--- src/core/bus_match_cfg.svh ---
// Constants for the right-port bus width matcher.
`ifndef BUS_MATCH_CFG_SVH
`define BUS_MATCH_CFG_SVH
`define RP_WORD_W    36
`define RP_LANE_W    9
`define RP_HALF_W    18
`define RP_SUB_W     2
`define RP_SUB_ZERO  2'h0
`define RP_SUB_LAST  2'h3
`define RP_SUB_HALF  2'h1
`define RP_SUB_STEP  2'h1
`define RP_SETUP_CYC 1
`endif

--- src/core/bus_match_pkg.sv ---
// Types for the two ends of the right port: seq_t for the host, width_t for the memory.
package bus_match_pkg;
  typedef enum logic [2:0] {
    WIDTH_LONG = 3'b001,
    WIDTH_WORD = 3'b010,
    WIDTH_BYTE = 3'b100
  } width_t;
  typedef enum logic [1:0] {
    SEQ_IDLE = 2'h1,
    SEQ_RUN  = 2'h2
  } seq_t;
endpackage

--- src/core/right_port_if.sv ---
// Right-port pins joining the host controller and the memory end.
`timescale 1ns/1ps
interface right_port_if;
  logic        width_match_select; // High selects a narrow port.
  logic        size_select;        // High selects byte width when narrow.
  logic        lane_order_select;  // High selects big-endian order.
  logic        access;             // High while a transfer cycle runs.
  logic        write;              // High for write cycles.
  logic        first;              // High on the first cycle of a word.
  logic [35:0] host_dq_o;          // Host drive value.
  logic [35:0] host_dq_oe_n;       // Host enables, low drives.
  logic [35:0] mem_dq_o;           // Memory drive value.
  logic [35:0] mem_dq_oe_n;        // Memory enables, low drives.
  modport host (output width_match_select, size_select, lane_order_select, access, write,
                first, host_dq_o, host_dq_oe_n, input mem_dq_o, mem_dq_oe_n);
  modport mem (input width_match_select, size_select, lane_order_select, access, write,
               first, host_dq_o, host_dq_oe_n, output mem_dq_o, mem_dq_oe_n);
endinterface

--- src/core/bus_match_host.sv ---
// Host end: sends and receives 36-bit words over the right port.
`timescale 1ns/1ps
`include "bus_match_cfg.svh"
module bus_match_host (
  input  wire logic        clk,        // 10 MHz clock.
  input  wire logic        rst_n,      // Asynchronous reset, active low.
  right_port_if.host       port,       // Right-port pins.
  input  wire logic        cfg_match,  // Narrow port wanted.
  input  wire logic        cfg_size,   // Byte width when narrow.
  input  wire logic        cfg_order,  // Big-endian order when narrow.
  input  wire logic        req,        // Start a word transfer.
  input  wire logic        req_write,  // Transfer is a write.
  input  wire logic [35:0] req_data,   // Word to write.
  output logic             ready,      // Idle and configured.
  output logic      [35:0] rsp_data,   // Word read back.
  output logic             rsp_valid   // Pulse when a read word is done.
);
  logic        match_q;
  logic        size_q;
  logic        order_q;
  logic        cfg_ok_q;
  logic        busy;
  logic        write_q;
  logic        first_q;
  logic [1:0]  cnt_q;
  logic [1:0]  idx_q;
  logic [35:0] wdata_q;
  logic [35:0] rdata_q;
  logic [1:0]  pieces;
  logic [1:0]  rd_idx;
  logic        rd_q;
  logic [1:0]  rd_slot_q;
  logic [35:0] rd_merge;

  // Sequencer state, one-hot.
  bus_match_pkg::seq_t state_q;
  bus_match_pkg::seq_t state_d;

  // Pins sampled every idle cycle and held; changes only when idle.
  always_ff @(posedge clk or negedge rst_n)
  begin
    if (!rst_n)
    begin
      match_q  <= 1'b0;
      size_q   <= 1'b0;
      order_q  <= 1'b0;
      cfg_ok_q <= 1'b0;
    end
    else if (!busy)
    begin
      match_q  <= cfg_match;
      size_q   <= cfg_size;
      order_q  <= cfg_order;
      cfg_ok_q <= (cfg_match == match_q) && (cfg_size == size_q)
                  && (cfg_order == order_q);
    end
  end

  // Index of the final piece of a word for the latched width.
  always_comb
  begin
    if (!match_q)
      pieces = `RP_SUB_ZERO;
    else if (size_q)
      pieces = `RP_SUB_LAST;
    else
      pieces = `RP_SUB_HALF;
  end

  // Ready once idle and the selects have stood still for a cycle.
  assign ready  = !busy && cfg_ok_q;

  // Word sequencer: a taken request starts a word, the final piece ends it.
  always_comb
  begin
    case (state_q)
      bus_match_pkg::SEQ_IDLE:
        state_d = (req && ready) ? bus_match_pkg::SEQ_RUN : bus_match_pkg::SEQ_IDLE;
      bus_match_pkg::SEQ_RUN:
        state_d = (cnt_q == pieces) ? bus_match_pkg::SEQ_IDLE : bus_match_pkg::SEQ_RUN;
      default:
        state_d = bus_match_pkg::SEQ_IDLE;
    endcase
  end

  // State register, reset to SEQ_IDLE.
  always_ff @(posedge clk or negedge rst_n)
  begin
    if (!rst_n)
      state_q <= bus_match_pkg::SEQ_IDLE;
    else
      state_q <= state_d;
  end

  // Busy while a word is on the port.
  assign busy = (state_q == bus_match_pkg::SEQ_RUN);

  // Per-word bookkeeping: the word, its piece count and its lane index.
  always_ff @(posedge clk or negedge rst_n)
  begin
    if (!rst_n)
    begin
      write_q <= 1'b0;
      first_q <= 1'b0;
      cnt_q   <= `RP_SUB_ZERO;
      idx_q   <= `RP_SUB_ZERO;
      wdata_q <= '0;
    end
    else if (!busy)
    begin
      first_q <= 1'b1;
      if (req && ready)
      begin
        write_q <= req_write;
        wdata_q <= req_data;
        cnt_q   <= `RP_SUB_ZERO;
        idx_q   <= (match_q && order_q) ? pieces : `RP_SUB_ZERO;
      end
    end
    else
    begin
      first_q <= 1'b0;
      cnt_q   <= cnt_q + `RP_SUB_STEP;
      idx_q   <= order_q ? idx_q - `RP_SUB_STEP : idx_q + `RP_SUB_STEP;
    end
  end

  // Pin drive: narrow write pieces placed on low lines, a long word on all lines; others left undriven.
  always_comb
  begin
    port.width_match_select = match_q;
    port.size_select        = size_q;
    port.lane_order_select  = order_q;
    port.access             = busy;
    port.write              = write_q;
    port.first              = busy && first_q;
    port.host_dq_o          = '0;
    port.host_dq_oe_n       = '1;
    if (busy && write_q)
    begin
      if (!match_q)
      begin
        port.host_dq_o    = wdata_q;
        port.host_dq_oe_n = '0;
      end
      else if (size_q)
      begin
        port.host_dq_o[8:0]    = wdata_q[idx_q*`RP_LANE_W +: `RP_LANE_W];
        port.host_dq_oe_n[8:0] = '0;
      end
      else
      begin
        port.host_dq_o[17:0]    = wdata_q[idx_q[0]*`RP_HALF_W +: `RP_HALF_W];
        port.host_dq_oe_n[17:0] = '0;
      end
    end
  end

  // Folds the piece now on the wire into the word gathered so far.
  always_comb
  begin
    rd_merge = rdata_q;
    if (size_q)
      rd_merge[rd_slot_q*`RP_LANE_W +: `RP_LANE_W] = port.mem_dq_o[`RP_LANE_W-1:0];
    else
      rd_merge[rd_slot_q[0]*`RP_HALF_W +: `RP_HALF_W] = port.mem_dq_o[`RP_HALF_W-1:0];
  end

  // Read pieces arrive one cycle after their request cycle.
  assign rd_idx = idx_q;
  always_ff @(posedge clk or negedge rst_n)
  begin
    if (!rst_n)
    begin
      rd_q      <= 1'b0;
      rd_slot_q <= 2'h0;
      rdata_q   <= '0;
      rsp_valid <= 1'b0;
      rsp_data  <= '0;
    end
    else
    begin
      rd_q      <= busy && !write_q;
      rd_slot_q <= rd_idx;
      rsp_valid <= 1'b0;
      if (busy && !write_q && (cnt_q == `RP_SUB_ZERO))
        rdata_q <= '0;
      if (rd_q)
      begin
        if (!match_q)
        begin
          rsp_data  <= port.mem_dq_o;
          rsp_valid <= 1'b1;
        end
        else
          rdata_q <= rd_merge;
      end
      // The final piece is folded in on the way out, so it is not lost.
      if (match_q && rd_q && !(busy && !write_q))
      begin
        rsp_valid <= 1'b1;
        rsp_data  <= rd_merge;
      end
    end
  end
endmodule

--- src/flat_wrapper.sv ---
// flat-port wrapper written by rule: the top's interface ports become plain ports
module bus_match_host_flat 
  (clk, rst_n, cfg_match, cfg_size, cfg_order, req, req_write, req_data, ready, rsp_data, rsp_valid, port_width_match_select, port_size_select, port_lane_order_select, port_access, port_write, port_first, port_host_dq_o, port_host_dq_oe_n, port_mem_dq_o, port_mem_dq_oe_n);
  right_port_if port_i ();
  input  wire logic clk;
  input  wire logic rst_n;
  input  wire logic cfg_match;
  input  wire logic cfg_size;
  input  wire logic cfg_order;
  input  wire logic req;
  input  wire logic req_write;
  input  wire logic [35:0] req_data;
  output logic ready;
  output logic      [35:0] rsp_data;
  output logic rsp_valid;
  output wire logic [$bits(port_i.width_match_select)-1:0] port_width_match_select;
  output wire logic [$bits(port_i.size_select)-1:0] port_size_select;
  output wire logic [$bits(port_i.lane_order_select)-1:0] port_lane_order_select;
  output wire logic [$bits(port_i.access)-1:0] port_access;
  output wire logic [$bits(port_i.write)-1:0] port_write;
  output wire logic [$bits(port_i.first)-1:0] port_first;
  output wire logic [$bits(port_i.host_dq_o)-1:0] port_host_dq_o;
  output wire logic [$bits(port_i.host_dq_oe_n)-1:0] port_host_dq_oe_n;
  input wire logic [$bits(port_i.mem_dq_o)-1:0] port_mem_dq_o;
  input wire logic [$bits(port_i.mem_dq_oe_n)-1:0] port_mem_dq_oe_n;
  assign port_width_match_select = port_i.width_match_select;
  assign port_size_select = port_i.size_select;
  assign port_lane_order_select = port_i.lane_order_select;
  assign port_access = port_i.access;
  assign port_write = port_i.write;
  assign port_first = port_i.first;
  assign port_host_dq_o = port_i.host_dq_o;
  assign port_host_dq_oe_n = port_i.host_dq_oe_n;
  assign port_i.mem_dq_o = port_mem_dq_o;
  assign port_i.mem_dq_oe_n = port_mem_dq_oe_n;
  bus_match_host u_core (.clk(clk), .rst_n(rst_n), .port(port_i), .cfg_match(cfg_match), .cfg_size(cfg_size), .cfg_order(cfg_order), .req(req), .req_write(req_write), .req_data(req_data), .ready(ready), .rsp_data(rsp_data), .rsp_valid(rsp_valid));
endmodule
--- config.mk ---
export PLATFORM = sky130hd
export DESIGN_NAME = bus_match_host_flat
export DESIGN_NICKNAME = d
export VERILOG_FILES = /design/src/core/bus_match_pkg.sv /design/src/core/right_port_if.sv /design/src/core/bus_match_host.sv /design/src/flat_wrapper.sv
export VERILOG_INCLUDE_DIRS = /design/src /design/src/core
export SDC_FILE = /design/constraint.sdc
export NUM_CORES = 1
export LEC_CHECK = 0
export BUFFER_PORTS_ARGS = -buffer_cell sky130_fd_sc_hd__buf_2
export CAP_MARGIN = 20
export CORE_MARGIN = 8
export CORE_UTILIZATION = 40
export CTS_CLUSTER_SIZE = 25
export DETAILED_ROUTE_END_ITERATION = 8
export PLACE_DENSITY = 0.71
export REMOVE_ABC_BUFFERS = 1
export SLEW_MARGIN = 5
export SYNTH_ARGS = -nofsm -noshare
export SYNTH_HDL_FRONTEND = slang
export SYNTH_SLANG_ARGS = --single-unit
--- constraint.sdc ---
create_clock -name clk -period 2.53 [get_ports clk]
set_input_delay 0.253 -clock clk [delete_from_list [all_inputs] [get_ports clk]]
set_output_delay 0.253 -clock clk [all_outputs]
set_load 0.02 [all_outputs]
== Word level (Yosys, flattened, before mapping) ==
Index checks and enable logic that the tools add are counted.

* Logic and storage cells: 90
* Output and inout port bits: 116
* Input port bits: 115
* Bits in registers: 124

* Reductions and logical operators: 19
* Mux-type cells: 33
* Add/sub/neg operators: 5
* Shifts and indexed selects: 6
* Bitwise gates (word level): 1
* Eq/ne operators: 7
* Multipliers: 4

{| class="wikitable"
|+ Operators by type and width
! operator !! count
|-
| $mux 36 || 9
|-
| $bwmux 36 || 2
|-
| $mux 18 || 4
|-
| $neg 6->34 || 2
|-
| $shift 18x34->36 const A || 1
|-
| $shift 9x34->36 const A || 1
|-
| $shiftx 18x34->36 || 1
|-
| $shiftx 36x7->18 || 1
|-
| $shiftx 36x7->9 || 1
|-
| $shiftx 9x34->36 || 1
|-
| $mux 9 || 3
|-
| $mux 2 || 10
|-
| $mul 2x4->6 const B || 2
|-
| $logic_and 1x1->1 || 11
|-
| $mul 1x4->5 const B || 2
|-
| $add 2x1->2 const B || 2
|-
| $mux 1 || 4
|-
| $pmux 2 s2 || 1
|-
| $reduce_and 2->1 || 2
|-
| $reduce_bool 2->1 || 2
|-
| $eq 1x1->1 || 3
|-
| $logic_not 1->1 || 3
|-
| $eq 2x1->1 const B || 1
|-
| $eq 2x2->1 || 1
|-
| other kinds (5) || 5
|}

== Longest topological paths before layout ==
Gate-level depths: netlist of run 1.

* Depth after elaboration: 7
* Mapped depth: 9
* Depth with buffers taken out: 7

== Worst setup path before layout of run 1 ==
Ideal clock, no wire load.

* Kind: reg-to-output
* From: register u_core.state_q[0]
* To: output port port_host_dq_oe_n[10]
* Arrival time: 2.187 ns
* Slack: 0.090 ns
* Stages on the path, launching flop included: 7
* Data required time: 2.277 ns
* Path buffers: 2
* Cells stage by stage: dfstp_2 inv_1 ha_1 nand2_1 clkbuf_1 a21o_1 buf_4

* Word-level cells in the longest chain between the ends: 3

{| class="wikitable"
|+ Ends and longest elaborated chain
! element !! RTL line !! RTL
|-
| start: declaration || bus_match_host.sv:36 || <nowiki>bus_match_pkg::seq_t state_q;</nowiki>
|-
| start signal: assignment || bus_match_host.sv:90 || <nowiki>state_q <= bus_match_pkg::SEQ_IDLE;</nowiki>
|-
| start signal: assignment || bus_match_host.sv:92 || <nowiki>state_q <= state_d;</nowiki>
|-
| $eq 2x2->1 || bus_match_host.sv:96 || <nowiki>assign busy = (state_q == bus_match_pkg::SEQ_RUN);</nowiki>
|-
| net port_access || flat_wrapper.sv:19 || <nowiki>output wire logic [$bits(port_i.access)-1:0] port_access;</nowiki>
|-
| $logic_and 1x1->1 || bus_match_host.sv:139 || <nowiki>if (busy && write_q)</nowiki>
|-
| $mux 36 || bus_match_host.sv:139 ||
|-
| end: declaration || flat_wrapper.sv:23 || <nowiki>output wire logic [$bits(port_i.host_dq_oe_n)-1:0] port_host_dq_oe_n;</nowiki>
|}

The timed path passes the listed nets, and every way through them passes these cells.

== Worst setup path after layout of run 1 ==
* From: register u_core.state_q[0]
* To: output port port_host_dq_o[15]

* Word-level cells in the longest chain between the ends: 3

{| class="wikitable"
|+ Ends and longest elaborated chain
! element !! RTL line !! RTL
|-
| $eq 2x2->1 || bus_match_host.sv:96 ||
|-
| $logic_and 1x1->1 || bus_match_host.sv:139 ||
|-
| $mux 36 || bus_match_host.sv:139 ||
|-
| end: declaration || flat_wrapper.sv:22 || <nowiki>output wire logic [$bits(port_i.host_dq_o)-1:0] port_host_dq_o;</nowiki>
|}

No other way between the ends.

==> results of run 1 <==
[how the worst min path moves through the flow]
stage | slack (ns) | endpoint
floorplan | -0.04 | u_core.cfg_ok_q$_DFFE_PN0N_
global placement | 0.33 | u_core.rsp_data[19]$_DFFE_PN0P_
detailed placement | 0.34 | u_core.rsp_data[19]$_DFFE_PN0P_
CTS | 0.002 | u_core.wdata_q[18]$_DFFE_PN0P_
global route | 0.01 | u_core.wdata_q[4]$_DFFE_PN0P_
finish | 0.02 | u_core.wdata_q[18]$_DFFE_PN0P_
[cells by family after synthesis]
logic type | synth area share, %
AND/OR/NAND/NOR | 19.0
AO/OA/AOI/OAI | 23.5
flip-flops | 43.8
buffers and inverters | 8.34
multiplexers | 3.16
adder cells (fa/ha/maj) | 1.41
XOR/XNOR | 0.742
[layout by cell type (no fill, tap or decap), drive strengths merged, types with 3 or more instances in the layout]
| cell type | synthesis | final |
|---|---|---|
| a211oi | 10 | 10 |
| clkbuf | 31 | 17 |
| nand3b | 9 | 9 |
| clkinvlp | 0 | 5 |
| nand2 | 165 | 165 |
| a311oi | 9 | 9 |
| buf | 58 | 219 |
| a21o | 11 | 11 |
| mux2i | 19 | 19 |
| nor2 | 39 | 39 |
| xor2 | 3 | 3 |
| a2111oi | 9 | 9 |
| nand2b | 22 | 22 |
| a22o | 20 | 20 |
| mux2 | 3 | 3 |
| clkinv | 0 | 6 |
| nand3 | 5 | 5 |
| and2 | 31 | 31 |
| ha | 8 | 8 |
| xnor2 | 3 | 3 |
| dfrtp | 123 | 123 |
| nor2b | 3 | 3 |
| o21ai | 63 | 63 |
| inv | 28 | 29 |
| o22ai | 27 | 27 |
| a21oi | 30 | 30 |
| o221ai | 26 | 26 |
| a22oi | 27 | 27 |
| and3b | 9 | 9 |
| bufinv | 0 | 3 |
[final cells by class]
class	instances	area [sq um]	area share [%]
Tap cell	225	282	3.22
Inverter	28	105	1.20
Clock inverter	15	174	1.99
Multi-Input combinational cell	564	3420	39.1
Timing Repair Buffer	220	1220	14.0
Clock buffer	17	425	4.87
Sequential cell	124	3110	35.6
[report_power, final]
part           internal, uW  switching (uW)
clock network          1540             953
registers              2780             600
logic                  1300            1900
[through the flow]
step	hold slack (ns)	util, %	total power, uW	setup slack [ns]	TNS, ns
2_1_floorplan	-0.0426	-	5470	-2.77	-142.92
5_1_grt	0.0125	50.5	9710	0.0338	0
3_5_place_dp	0.337	46.8	6580	0.0874	0
4_1_cts	0.00172	50.3	9130	0.00117	0
6_report	0.0165	50.5	9080	0.150	0
3_3_place_gp	0.334	46.8	6500	0.117	0
[worst max-delay path, cell delays in order (launching register included)]
cell and delay, ns:
dfstp_2 0.52, inv_1 0.04, ha_1 0.20, nand2_1 0.14
buf_6 0.22, nor2b_2 0.13, a22o_1 0.27, buf_2 0.17
[state kept, by name, indices dropped and copies added, names as in the netlist]
| register | count |
|---|---|
| u_core.rdata_q | 36 |
| u_core.rsp_data | 36 |
| u_core.wdata_q | 36 |
| u_core.cnt_q | 2 |
| u_core.idx_q | 2 |
| u_core.rd_slot_q | 2 |
| u_core.state_q | 2 |
| u_core.cfg_ok_q | 1 |
| u_core.first_q | 1 |
| u_core.port.lane_order_select | 1 |
| u_core.port.size_select | 1 |
| u_core.port.width_match_select | 1 |
| u_core.port.write | 1 |
| u_core.rd_q | 1 |
| u_core.rsp_valid | 1 |
[layer usage]
layer / vias up / GRT usage [%]
met5: - / 0
met4: 2 / 8.53
met3: 32 / 6.52
met2: 295 / 30.4
met1: 3084 / 24.5
li1: 3119 / -
[timing repair]
action | CTS | global route
hold buffers | 1 | 0
gates resized for setup | 2 | 5
setup buffers | 0 | 0
setup endpoints to repair | 38 | 31
gates cloned | 0 | 0
hold endpoints to repair | 48 | 0
==> results_dict.tcl, run 1 <==
set metrics [dict create \
    place.port_buffers 194 \
    initial_utilization_pct 41.0 \
    maxSlewHeadroom_pct 53.5 \
    drt-met1-wl_microns 9320 \
    dpl-instance-area_sq_um 8090 \
    drive_gt1_share_pct 28.5 \
    worstPathArrival_ns 2.13 \
    rr_startpoint "u_core.rd_slot_q[0]$_DFF_PN0_" \
    worstMarginPinSlew_ns 0.698 \
    drc 0 \
    grtUsageTotal_pct 19.6 \
    clk_latency_ns 0.42 \
    wl_per_cell_microns 18.1 \
    power_leakage_uw 0.00426 \
    vias 6532 \
    powerDensity_nw_per_um2 1040 \
    die_w_microns 149 \
    synth-edff-count 0 \
    synth-main-ff-cell "dfrtp_1" \
    yosysSeqAreaShare_pct 43.8 \
    whs_path_depth 3 \
    wirelength_microns 21600 \
    synth.avg_cell_area_sq_um 8.80 \
    synth-seq-cells 124 \
    ff2ff_setup_slack_ns 0.27 \
    diodes 0 \
    numClockSinks 124 \
    critPathKind "reg -> out" \
    finalCritPeriodShare_pct 94.1 \
    synth_area_leaders "dfrtp_1 (43%), nand2_1 (8.7%), o21ai_0 (4.3%)" \
    status "finished, final reports clean" \
    syn_inst 805 \
    cp-start-kind "flip-flop" \
    grt_max_degree 70 \
    min_from "req_data[18]" \
    h-tree-depth 4 \
    rsz0062_at_grt "false" \
    cts_tree "done" \
    endpoint_kind "primary output" \
    worstSetupEndpoint "port_host_dq_o[15]" \
    die_area_sq_um 22200 \
    die_h_microns 149 \
    yosysMostFrequentCell "nand2_1" \
    first_pass_iters 5 \
    path_clk_slew_ns 0.06 \
    gr-total-overflow 0 \
    netlist_area_sq_um 7080 \
    grt_antenna_before_repair 1 \
    hpwl_microns 14800 \
    maxCapViolCount 0 \
    numCtsBuffers 17 \
    core_area_sq_um 17300 \
    first_global_vias 6694 \
    fill_cells 1604 \
    place_congestion 0.804 \
    required_ns 2.28 \
    worstPathMaxFanout 21 \
    reg2reg_to "u_core.rsp_data[20]$_DFFE_PN0P_" \
    yosys.cell_types.count 46 \
    max_freq_ghz 0.420 \
    maxSlewViolCount 0 \
    syn_to_final_growth_pct 23.3 \
    finish.net_count 1078 \
    met3_wirelength_microns 2080 \
    grt_pass1_wl_microns 34800 \
    yosys-top-cells-count "nand2_1 (165), dfrtp_1 (123), o21ai_0 (61)" \
    post-route-min-period_ns 2.38 \
    route.met2.wl_microns 9670 \
    critPathLaunch "u_core.state_q[0]$_DFF_PN1_" \
    skew_ns 0.00774 \
    first_iter_violations 427 \
    viasPerCell 5.48 \
    rr_worst_depth 6 \
    root_buffer "clkbuf_16" \
    num_io_pins 231 \
    hold_viol_final 0 \
    synth_top_area_cell "dfrtp_1" \
    fin_area_sq_um 8730 \
    hp-class "in -> reg" \
    topRoutingLayerUsed "met5" \
    ir_drop_v 0.000593 \
    synthArstFlopShare_pct 100 \
    fin_cells 1193 \
    ys_warn_count 0 \
    ant_nets 0 \
    place_inst 1160 \
    cts_buffer_depth 2 \
    synth_top_area_share_pct 43.4 \
    std_cell_rows 48 \
    setup-violations-final 0 \
]
Power figures use the tool's default switching activity.
==> run 2, diff against run 1 <==
==> constraint.sdc (replaced) <==
create_clock -name clk -period 2.53 [get_ports clk]
set_input_delay 0 -clock clk [delete_from_list [all_inputs] [get_ports clk]]
set_output_delay 0 -clock clk [all_outputs]
set_load 0.02 [all_outputs]
==> results_dict.tcl, run 2 (synthesis results as in run 1) <==
set metrics [dict create \
    drive_gt1_share_pct 26.0 \
    grt_use_met3_pct 5.92 \
    power_leakage_uw 0.00458 \
    required_ns 2.53 \
    final_common_cell "buf_2" \
    die_area_sq_um 22200 \
    die_h_microns 149 \
    endpoint_kind "primary output" \
    diodes 0 \
    use_met1_pct 26.1 \
    fill_cells 1552 \
    switchingPower_uw 3410 \
    rsz0062_at_grt "false" \
    ant_nets 0 \
    gr-total-overflow 0 \
    setup-violations-final 0 \
    cpMaxStageDelayCell "nor3_4" \
    initial_utilization_pct 41.0 \
    ir_drop_v 0.000595 \
    crit_buf_inv 3 \
    die_w_microns 149 \
    hpwl_microns 15100 \
    cts_buffer_depth 2 \
    core_area_sq_um 17300 \
    wirelength_microns 22900 \
    power_frac_seq_pct 36.8 \
    worstPathArrival_ns 2.38 \
    post-route-min-period_ns 2.38 \
    path_clk_slew_ns 0.06 \
    first_iter_violations 452 \
    max_freq_ghz 0.421 \
    grt_max_degree 81 \
    clk_latency_ns 0.41 \
    sw_frac_of_total_pct 36.9 \
    syn_to_final_growth_pct 33.8 \
    status "finished, final reports clean" \
    num_io_pins 231 \
    finalCritPeriodShare_pct 94.0 \
    place_ws_ns 0.208 \
    numClockSinks 124 \
    first_pass_iters 5 \
    maxSlewHeadroom_pct 38.7 \
    place.port_buffers 194 \
    power_uw 9230 \
    worstMarginPinSlew_ns 0.919 \
    wl_per_cell_microns 18.1 \
    hp-class "in -> reg" \
    std_cell_rows 48 \
    crit_family "simple AND/OR/NAND/NOR gates" \
    cp-start-kind "flip-flop" \
    grtUsageMet2_pct 33.7 \
    setup_ws_ns 0.152 \
    h-tree-depth 4 \
    grt_pass1_wl_microns 37300 \
    power_frac_clock_pct 27.2 \
    worstPathMaxFanout 21 \
    viasPerCell 5.45 \
    maxCapViolCount 0 \
    comb_power_share_pct 36.0 \
    cts_tree "done" \
    fin_area_sq_um 9480 \
    hold_viol_final 0 \
    grtUsageTotal_pct 20.9 \
    slowest_delay_ns 0.39 \
    powerDensity_nw_per_um2 974 \
    final_cell_mix "buf_2 (193), nand2_1 (165), dfrtp_1 (121)" \
    worstPathCellList "inv_1 -> ha_1 -> nand2_1 -> buf_4 -> nor3_4 -> a22o_1 -> buf_2" \
    finish.net_count 1154 \
    busiest_layer "met2" \
    critPathKind "reg -> out" \
    holdWs_ns 0.186 \
    dpl-instance-area_sq_um 8080 \
    p_int_uw 5820 \
    numCtsBuffers 17 \
    largest_registers "u_core.rdata_q (36), u_core.rsp_data (36), u_core.wdata_q (36)" \
    place_congestion 0.789 \
    skew_ns 0.0142 \
    root_buffer "clkbuf_16" \
    vias 6898 \
    grt_antenna_before_repair 0 \
    first_global_vias 7207 \
    maxSlewViolCount 0 \
    drc 0 \
    postCtsSetupRepairBufs 0 \
]
-- run 2: power groups by stage --
stage | Sequential [uW] | Combinational, uW | Clock [uW]
6_report | 3390 | 3330 | 2510
5_1_grt | 3510 | 3680 | 2660
4_1_cts | 3380 | 3320 | 2560
3_5_place_dp | 3410 | 3210 | 0
3_3_place_gp | 3370 | 3130 | 0
2_1_floorplan | 3740 | 1740 | 0
-- run 2: layout make-up --
cell class | count | area (sq um) | share of cell area [%]
Multi-Input combinational cell | 564 | 3410 | 35.9
Sequential cell | 124 | 3110 | 32.8
Timing Repair Buffer | 296 | 1970 | 20.8
Clock buffer | 23 | 498 | 5.25
Tap cell | 225 | 282 | 2.97
Clock inverter | 6 | 110 | 1.16
Inverter | 28 | 105 | 1.11
-- run 2: path summary, 6_finish.rpt --
check,to,start,slack (ns),depth (start not counted)
worst min-delay path,u_core.wdata_q[16]$_DFFE_PN0P_,req,0.19,5
min in group asynchronous,u_core.rsp_data[25]$_DFFE_PN0P_,rst_n,0.23,2
worst max-delay path,port_host_dq_o[17],u_core.state_q[0]$_DFF_PN1_,0.15,7
worst min register to register,u_core.cfg_ok_q$_DFFE_PN0N_,u_core.cfg_ok_q$_DFFE_PN0N_,0.48,2
max in group asynchronous,u_core.rd_slot_q[0]$_DFF_PN0_,rst_n,1.53,3
worst max register to register,u_core.rsp_data[16]$_DFFE_PN0P_,u_core.port.width_match_select$_DFFE_PN0N_,0.23,4
-- run 2: per-stage QoR --
| stage | std cells | utilization [%] | TNS, ns |
|---|---|---|---|
| 6_report | 1266 | 54.8 | 0 |
| 5_1_grt | 1266 | 54.8 | 0 |
| 4_1_cts | 1266 | 54.7 | 0 |
| 3_5_place_dp | 1160 | 46.7 | 0 |
| 3_3_place_gp | 1160 | 46.7 | 0 |
| 2_1_floorplan | 716 | - | -126.11 |
-- run 2: what timing repair did --
action                                  4_1_cts  5_1_grt
endpoints found under the setup margin       26       13
hold buffers                                 77        0
endpoints found under the hold margin       133        0
gates resized for setup                       2        2
-- run 2: tightest hold or removal path: cells and delay by family --
| kind | cells | cell delay, ns |
|---|---|---|
| buffers and inverters | 2 | 0.34 |
| AND/OR/NAND/NOR | 3 | 0.20 |
-- run 2: layer usage --
metal	vias to the layer above	wire length (microns)
met1	3308	9920
met3	27	1800
met2	298	10700
li1	3265	-
met5	-	0
met4	0	437
